`src/upsp_pkg.sv`:
```
// package for the usb power state pins block
package upsp_pkg;

  // serial clock divider: half period in mclk cycles
  localparam int unsigned SCLK_HALF_NS   = 1000;
  localparam int unsigned CLK_PERIOD_NS  = 20;
  localparam logic [7:0]  SCLK_HALF_CYC  = 8'((SCLK_HALF_NS + CLK_PERIOD_NS - 1) / CLK_PERIOD_NS);
  localparam logic [7:0]  SCLK_CNT_ZERO  = 8'h00;

  // configuration read: one 16-bit word at address 0
  localparam logic [2:0]  CMD_READ       = 3'h6;
  localparam logic [5:0]  CFG_ADDR       = 6'h00;
  localparam logic [4:0]  CMD_BITS       = 5'h09;
  localparam logic [4:0]  DATA_BITS      = 5'h10;
  localparam logic [4:0]  BIT_CNT_ZERO   = 5'h00;
  localparam int unsigned SENSE_EN_BIT   = 0;

  // pin triplet for a three-state pin; oe_n low means driven
  typedef struct packed {
    logic in;
    logic out;
    logic oe_n;
  } upsp_pin_t;

  // state of the configuration memory reader
  typedef enum logic [3:0] {
    RD_IDLE = 4'b0001,
    RD_CMD  = 4'b0010,
    RD_DATA = 4'b0100,
    RD_DONE = 4'b1000
  } upsp_rd_state_t;

endpackage

```
`src/upsp_sclk_gen.sv`:
```
// serial clock divider for the configuration memory
`timescale 1ns/1ps
`default_nettype none
module upsp_sclk_gen
(
  input  wire logic mclk_i,
  input  wire logic rst_b_i,
  input  wire logic run_i,
  output var  logic sclk_o,
  output var  logic rise_o,
  output var  logic fall_o
);

  logic [7:0] cnt_reg;

  always_ff @(posedge mclk_i or negedge rst_b_i)
  begin
    if (!rst_b_i)
    begin
      cnt_reg <= upsp_pkg::SCLK_CNT_ZERO;
      sclk_o  <= 1'b0;
      rise_o  <= 1'b0;
      fall_o  <= 1'b0;
    end
    else if (!run_i)
    begin
      cnt_reg <= upsp_pkg::SCLK_CNT_ZERO;
      sclk_o  <= 1'b0;
      rise_o  <= 1'b0;
      fall_o  <= 1'b0;
    end
    else if (cnt_reg == upsp_pkg::SCLK_HALF_CYC - 8'h01)
    begin
      cnt_reg <= upsp_pkg::SCLK_CNT_ZERO;
      sclk_o  <= ~sclk_o;
      rise_o  <= ~sclk_o;
      fall_o  <= sclk_o;
    end
    else
    begin
      cnt_reg <= cnt_reg + 8'h01;
      rise_o  <= 1'b0;
      fall_o  <= 1'b0;
    end
  end

endmodule
`default_nettype wire

```
`src/upsp_top.sv`:
```
// power enable, suspend indication and configuration memory pins
`timescale 1ns/1ps
`default_nettype none
// Notes on behaviour
// - power enable low when configured, not suspended
// - power enable high when suspended or unconfigured
// - suspend output low while bus suspended
// - sense low with option forces suspend
// - sense high leaves normal operation
// - sense honoured only if memory setting enables
// - memory select tri-stated during reset
// - memory clock tri-stated in reset, else driven
// - memory data bidirectional, tri-stated in reset
module upsp_top
(
  input  wire logic              mclk_i,
  input  wire logic              rst_b_i,
  input  wire logic              bus_suspend_i,
  input  wire logic              configured_i,
  input  wire logic              host_power_sense_i,
  input  wire logic              cfg_mem_data_i,
  output var  logic              power_enable_n_o,
  output var  logic              suspend_n_o,
  output var  logic              cfg_mem_select_o,
  output var  logic              cfg_mem_select_oe_n_o,
  output var  logic              cfg_mem_clock_o,
  output var  logic              cfg_mem_clock_oe_n_o,
  output var  logic              cfg_mem_data_o,
  output var  logic              cfg_mem_data_oe_n_o,
  output var  logic              cfg_loaded_o,
  output var  logic [15:0]       cfg_word_o
);

  upsp_pkg::upsp_rd_state_t state_reg;
  logic [4:0]  bit_cnt_reg;
  logic [8:0]  cmd_reg;
  logic        sclk;
  logic        sclk_rise;
  logic        sclk_fall;
  logic        run;
  logic        sense_en;
  logic        suspended;

  assign run = (state_reg == upsp_pkg::RD_CMD) || (state_reg == upsp_pkg::RD_DATA);

  upsp_sclk_gen u_sclk
  (
    .mclk_i  (mclk_i),
    .rst_b_i (rst_b_i),
    .run_i   (run),
    .sclk_o  (sclk),
    .rise_o  (sclk_rise),
    .fall_o  (sclk_fall)
  );

  // after reset release the reader starts by itself
  always_ff @(posedge mclk_i or negedge rst_b_i)
  begin
    if (!rst_b_i)
    begin
      state_reg   <= upsp_pkg::RD_IDLE;
      bit_cnt_reg <= upsp_pkg::BIT_CNT_ZERO;
      cmd_reg     <= 9'h000;
      cfg_word_o  <= 16'h0000;
    end
    else
    begin
      unique case (state_reg)
        upsp_pkg::RD_IDLE:
        begin
          state_reg   <= upsp_pkg::RD_CMD;
          bit_cnt_reg <= upsp_pkg::CMD_BITS;
          cmd_reg     <= {upsp_pkg::CMD_READ, upsp_pkg::CFG_ADDR};
        end
        upsp_pkg::RD_CMD:
        begin
          // shift out on falling edge so the memory samples on rising
          if (sclk_fall)
          begin
            cmd_reg     <= {cmd_reg[7:0], 1'b0};
            bit_cnt_reg <= bit_cnt_reg - 5'h01;
            if (bit_cnt_reg == 5'h01)
            begin
              state_reg   <= upsp_pkg::RD_DATA;
              bit_cnt_reg <= upsp_pkg::DATA_BITS;
            end
          end
        end
        upsp_pkg::RD_DATA:
        begin
          if (sclk_rise)
          begin
            cfg_word_o  <= {cfg_word_o[14:0], cfg_mem_data_i};
            bit_cnt_reg <= bit_cnt_reg - 5'h01;
            if (bit_cnt_reg == 5'h01)
            begin
              state_reg <= upsp_pkg::RD_DONE;
            end
          end
        end
        upsp_pkg::RD_DONE:
        begin
          state_reg <= upsp_pkg::RD_DONE;
        end
      endcase
    end
  end

  // pins float in reset; select and clock driven afterwards, data only in RD_CMD
  always_ff @(posedge mclk_i or negedge rst_b_i)
  begin
    if (!rst_b_i)
    begin
      cfg_mem_select_o      <= 1'b0;
      cfg_mem_select_oe_n_o <= 1'b1;
      cfg_mem_clock_o       <= 1'b0;
      cfg_mem_clock_oe_n_o  <= 1'b1;
      cfg_mem_data_o        <= 1'b0;
      cfg_mem_data_oe_n_o   <= 1'b1;
      cfg_loaded_o          <= 1'b0;
    end
    else
    begin
      cfg_mem_select_o      <= run;
      cfg_mem_select_oe_n_o <= 1'b0;
      cfg_mem_clock_o       <= sclk;
      cfg_mem_clock_oe_n_o  <= 1'b0;
      cfg_mem_data_o        <= cmd_reg[8];
      // data released while the memory answers
      cfg_mem_data_oe_n_o   <= (state_reg != upsp_pkg::RD_CMD);
      cfg_loaded_o          <= (state_reg == upsp_pkg::RD_DONE);
    end
  end

  // sense option comes from the loaded word; off until load ends
  assign sense_en  = cfg_loaded_o && cfg_word_o[upsp_pkg::SENSE_EN_BIT];
  // low sense forces suspend, high leaves bus state alone
  assign suspended = bus_suspend_i || (sense_en && !host_power_sense_i);

  always_ff @(posedge mclk_i or negedge rst_b_i)
  begin
    if (!rst_b_i)
    begin
      power_enable_n_o <= 1'b1;
      suspend_n_o      <= 1'b1;
    end
    else
    begin
      // unconfigured counts until both host and memory load are done
      power_enable_n_o <= suspended || !configured_i || !cfg_loaded_o;
      suspend_n_o      <= !suspended;
    end
  end

endmodule
`default_nettype wire

```
`config.mk`:
```
export PLATFORM = sky130hd
export DESIGN_NAME = upsp_top
export DESIGN_NICKNAME = d
export VERILOG_FILES = /design/src/upsp_pkg.sv /design/src/upsp_sclk_gen.sv /design/src/upsp_top.sv
export SDC_FILE = /design/constraint.sdc
export NUM_CORES = 1
export LEC_CHECK = 0
export ABC_CLOCK_PERIOD_IN_PS = 2270
export BUFFER_PORTS_ARGS = -buffer_cell sky130_fd_sc_hd__buf_2
export CORE_MARGIN = 5
export CORE_UTILIZATION = 45
export CTS_BUF_LIST = sky130_fd_sc_hd__clkbuf_4
export DETAILED_ROUTE_END_ITERATION = 8
export GPL_ROUTABILITY_DRIVEN = 0
export PLACE_DENSITY = 0.68
export SETUP_SLACK_MARGIN = 0.02
export SKIP_LAST_GASP = 1
export SLEW_MARGIN = 20
export SYNTH_ARGS = -nofsm -noshare
export SYNTH_HDL_FRONTEND = slang
export SYNTH_SLANG_ARGS = --single-unit
```
`constraint.sdc`:
```
create_clock -name mclk_i -period 2.27 [get_ports mclk_i]
set_input_delay 0.1135 -clock mclk_i [delete_from_list [all_inputs] [get_ports mclk_i]]
set_output_delay 0.1135 -clock mclk_i [all_outputs]
set_load 0.005 [all_outputs]
```
==> Yosys cells after proc, flatten, opt, wreduce, memory -nomap -nowiden <==
Index checks and enable logic that the tools add are counted.
{ "totals": {"register_bits": 53} }
{ "classes": {"add_sub_neg": 2, "eq_ne": 12, "mux": 19, "n_bitwise": 1, "reduce_logical": 16} }
{ "ops": {"columns": ["operator", "n"], "rows": [
  ["$pmux 9 s2", 1],
  ["$mux 4", 4],
  ["$mux 8", 2],
  ["$pmux 4 s4", 1],
  ["$mux 5", 3],
  ["$pmux 5 s3", 1],
  ["$ne 2x1->1 const B", 5],
  ["$mux 9", 1],
  ["$add 8x1->8 const B", 1],
  ["$eq 8x6->1 const B", 1],
  ["$mux 1", 6],
  ["$eq 5x1->1 const B", 1],
  ["$sub 5x1->5 const B", 1],
  ["$eq 4x1->1 const B", 1],
  ["$eq 4x2->1 const B", 1],
  ["$eq 4x3->1 const B", 1],
  ["$eq 4x4->1 const B", 1],
  ["$logic_not 1->1", 4],
  ["$logic_or 1x1->1", 4],
  ["$ne 4x2->1 const B", 1],
  ["$reduce_and 2->1", 2],
  ["$reduce_and 4->1", 1],
  ["$reduce_and 3->1", 1],
  ["$reduce_bool 3->1", 1],
  ["other kinds (3)", 4]
]} }

==> Logic depth before layout (Yosys ltp) <==
{ "logic_depth": {"depth_word": 5, "depth_mapped": 6} }

==> Hierarchy <==
A second synthesis with hierarchy kept.
{ "unflattened": {"hier_cells": 168, "hier_area_um2": 2148.3} }
{ "by_module_without_submodules": {"columns": ["mod", "instances", "cells_each", "area_each_um2", "seq_area_each_um2"], "rows": [
  ["upsp_top", 1, 122, 1659.1, 882.1],
  ["upsp_sclk_gen", 1, 46, 489.2, 275.3]
]} }

==> Worst setup path before layout <==
No wires, ideal clock.
{ "synth_path": {"kind": "reg-to-reg", "from": "register bit_cnt_reg[1]", "to": "register bit_cnt_reg[3]", "setup_ns": 0.121, "t_arrival_ns": 1.506, "path_slack_ns": 0.643, "stages_incl_launch_ff": 7, "period_less_slack_ns": 1.627, "cell_sequence": "dfrtp_1 inv_1 ha_1 or4b_4 a31oi_1 a21oi_1 o22a_1"} }
{ "synth_via": {"elab_chain_cells": 4, "elab_cells_between_ends": 6, "cone_classes": "add/sub: 1; eq/ne: 1; mux: 4"} }
{ "synth_rtl": {"columns": ["item", "line_no", "text"], "rows": [
  ["start: declaration", "upsp_top.sv:35", "logic [4:0] bit_cnt_reg;"],
  ["start signal: assignment", "upsp_top.sv:62", "bit_cnt_reg <= upsp_pkg::BIT_CNT_ZERO;"],
  ["start signal: assignment", "upsp_top.sv:72", "bit_cnt_reg <= upsp_pkg::CMD_BITS;"],
  ["start signal: assignment", "upsp_top.sv:81", "bit_cnt_reg <= bit_cnt_reg - 5'h01;"],
  ["$sub 5x1->5 or $eq 5x1->1 (tied branches)", "upsp_top.sv:81, upsp_top.sv:94, upsp_top.sv:82", null],
  ["$mux 5", "upsp_top.sv:82", "if (bit_cnt_reg == 5'h01)"],
  ["$mux 5", "upsp_top.sv:78", "if (sclk_fall)"],
  ["$pmux 5 s3 *", "upsp_top.sv:68", "unique case (state_reg)"]
]} }
Mark *: on every way between the ends. The rest lies on a longest branch, timed or not. The select of a mux whose other input is x is not followed.
A chain may end at the register's enable or synchronous reset.

==> Final worst setup path <==
{ "layout_path": {"from": "register bit_cnt_reg[1]", "to": "register bit_cnt_reg[2]"} }
Same word-level chain as after synthesis.

==> out/results.tsv <==
stage	metric	value	unit
synth	Mapped Cells	152	
synth	Synthesis Warnings	0	
setup_path	cells along the critical path	inv_1, ha_1, or4b_4, a31oi_1, o21ai_0, o2bb2ai_1	
synth	synthesized cell area	0.00197	mm2
setup_path	R2R setup slack	0.43	ns
setup_path	CP max stage cell	or4b_4	
timing	Hold Violations, Final	0	
global_route	met1 usage	15.5	%
placed_design	DPL Wire Length	2.39	mm
setup_path	Startpoint Class	flop	
hold_path	worst hold path class	in -> reg	
final_layout	Nets	202	
synth	post-synthesis sequential area ratio	58.6	%
final_layout	area delta synth->final	15.9	%
cts	CTS root buf	clkbuf_4	
final_layout	Finished Layout Cells	245	
final_layout	share of cells above drive strength 1	32.6	%
synth	largest cells by area after synthesis	dfrtp_1, mux2_4, dfstp_2	
drt	Post-DRT Antenna Nets	0	
cts	TritonCTS clock tree	done	
timing	Finish-stage setup viols	0	
synth	Synth top area share	52.0	%
drt	per-cell routed wire length	14.0	um
synth	post-synthesis register bit count	46	
timing	Slew Viols, Final	0	
floorplanning	Chip Width	76.2	um
setup_path	critical path class	reg -> reg	
cts	setup bufs post-CTS	0	
global_route	GR peak layer	met2	
cts	CTS Buf Count	5	
cts	H-tree depth	2	
final_layout	max FFs per register	16	
synth	syn avg cell area	13.0	um2
setup_path	reg2reg path depth	6	
floorplanning	initial core utilization	46.0	%
floorplanning	Cell Rows	24	
final_layout	# diodes	0	
global_route	vias in the first global route	1304	
cts	hold-fix buffer count after cts	5	
synth	count of cell types in the netlist	39	
setup_path	Worst path depth	6	
timing	Slew headroom	61.4	%
global_route	largest net degree at the start of global routing	47	
floorplanning	full die area	0.00581	mm2
setup_path	crit end category	flop	
global_route	initial antenna violation count	0	
setup_path	CP max FO	5	
power_and_ir_drop	pwr dens	565	mW/mm2
drt	post-route DRC violation count	0	
global_route	GR Util met3	4.14	%
placed_design	Placed Cells	231	
placed_design	PortBufs	30	
timing	fin crit period	1.84	ns
setup_path	crit path launch	bit_cnt_reg[1]	
setup_path	worst setup path endpoint	bit_cnt_reg[2]	
power_and_ir_drop	maximum VDD drop	233	uV
synth	Synth area leader	dfrtp_1	
timing	Period Utilization, post-route	81.0	%
setup_path	delay-heaviest family, CP	compound AO/OA/AOI/OAI gates	
global_route	first-pass GRT wire length	6.07	mm
timing	RSZ-0062 raised after global routing	no	
job	total of max-cap violations	0	
drt	initial drt markers	41	
timing	Tightest Pin Transition	0.573	ns
global_route	GRT overflow	0	
global_route	M2 GR Usage	20.3	%
drt	iteration count of the initial detailed-routing pass	6	
setup_path	r2r endpoint	bit_cnt_reg[2]	
status	status	complete, no violations	
setup_path	CP peak stage delay	0.49	ns
floorplanning	Die Y-Extent	76.2	um
drt	drt total wl	3.42	mm
floorplanning	Core ar.	0.00429	mm2
power_and_ir_drop	Final Power	0.00129	W
timing	Max Clock Freq	544	MHz
cts	Sink Count	46	
cts	clk buf depth	2	
cts	worst skew pair latency	0.36	ns
timing	Setup TNS Final	0	ns
setup_path	Critical R2R Launch	bit_cnt_reg[1]	
drt	DR vias	1280	
setup_path	Arrival @ worst endpoint	2.09	ns
setup_path	WP buf/inv	1	
global_route	GRT Util Overall	12.7	%
drt	vias per inst	5.22	
floorplanning	io pins	31	
power_and_ir_drop	leakage power	1.15	nW
setup_path	WP data required	2.52	ns
cts	post_cts resized	0	
cts	clock-pin transition on the worst setup and hold timing paths	0.13	ns
timing	skew final	0.00871	ns
area by class of cell:
| type | instances | area, um2 |
|---|---|---|
| Tap cell | 52 | 65.1 |
| Clock buffer | 5 | 37.5 |
| Clock inverter | 3 | 21.3 |
| Multi-Input combinational cell | 98 | 768 |
| Sequential cell | 46 | 1160 |
| Timing Repair Buffer | 36 | 220 |
| Fill cell | 364 | 2010 |
| Inverter | 5 | 18.8 |
cells in the mapped netlist:
cell type,count
ha_1,4
conb_1,1
nand2_4,1
xnor2_1,6
nor3b_1,1
nor3_1,3
nand2_1,5
a21oi_1,2
nor2b_1,1
nand2b_1,4
xor2_1,2
o311a_1,1
dfrtp_1,41
dfstp_2,5
nor4b_1,2
o21a_1,1
nor4_1,1
nand4_1,1
nand4bb_1,1
mux2_4,9
nor2_1,15
mux2_2,7
o2bb2ai_1,2
a31oi_1,2
buf_4,3
o22ai_1,1
o21ai_0,6
and3_1,3
nor4bb_1,1
buf_6,1
o22a_1,2
and3b_1,2
o21bai_1,1
o32a_1,1
nor4b_4,1
inv_1,5
or4b_4,1
a21o_1,1
nand3_1,5
routing by layer:
metal	routed length (um)	vias up
met5	0	-
met4	60	0
met3	254	5
met2	1650	39
met1	1460	625
li1	-	611
how the worst min path moves through the flow:
stage                       startpoint                to  slack, ns  cells past startpoint
floorplan                      rst_b_i    bit_cnt_reg[0]      -0.18                      0
global placement         bus_suspend_i       suspend_n_o       0.24                      2
detailed placement       bus_suspend_i       suspend_n_o       0.25                      2
CTS                 host_power_sense_i  power_enable_n_o       0.06                      4
global route        host_power_sense_i  power_enable_n_o        0.1                      4
finish              host_power_sense_i  power_enable_n_o       0.09                      4
stage by stage:
stage	setup slack [ns]	hold slack [ns]	area (um2)	util, %
2_1_floorplan	0.643	-0.182	1980	-
3_3_place_gp	0.579	0.244	2160	50.3
3_5_place_dp	0.496	0.246	2160	50.3
4_1_cts	0.460	0.0603	2270	52.8
5_1_grt	0.345	0.0979	2290	53.3
6_report	0.431	0.0879	2290	53.3
cells in the final DEF, fill, tap and decap left out, drive strengths merged, types with 6 or more instances in the layout:
cell and instances:
o21ai 6, buf 31, nand2 6, mux2 16, xnor2 6, nor2 15
dfrtp 41
where the power goes:
group / internal, W / switching [W] / total [W]
registers: 0.000836 / 0.00000993 / 0.000846
clock network: 0.000121 / 0.000259 / 0.000380
logic: 0.0000306 / 0.0000374 / 0.0000680
total: 0.000987 / 0.000307 / 0.00129
cell families (layout without fill, tap and decap cells):
group | Yosys count | in the layout | share of synthesized area, %
AND/OR/NAND/NOR | 48 | 48 | 14.7
flip-flops | 46 | 46 | 58.6
AO/OA/AOI/OAI | 20 | 20 | 6.91
multiplexers | 16 | 16 | 10.8
buffers and inverters | 9 | 49 | 2.66
XOR/XNOR | 8 | 8 | 3.55
adder cells (fa/ha/maj) | 4 | 4 | 2.53
other | 1 | 2 | 0.190
tightest hold or removal path, cell delays in order:
cell and delay (ns):
buf_2 0.10, inv_1 0.04, a31oi_1 0.09, nand3_1 0.08
Power figures use the tool's default switching activity.
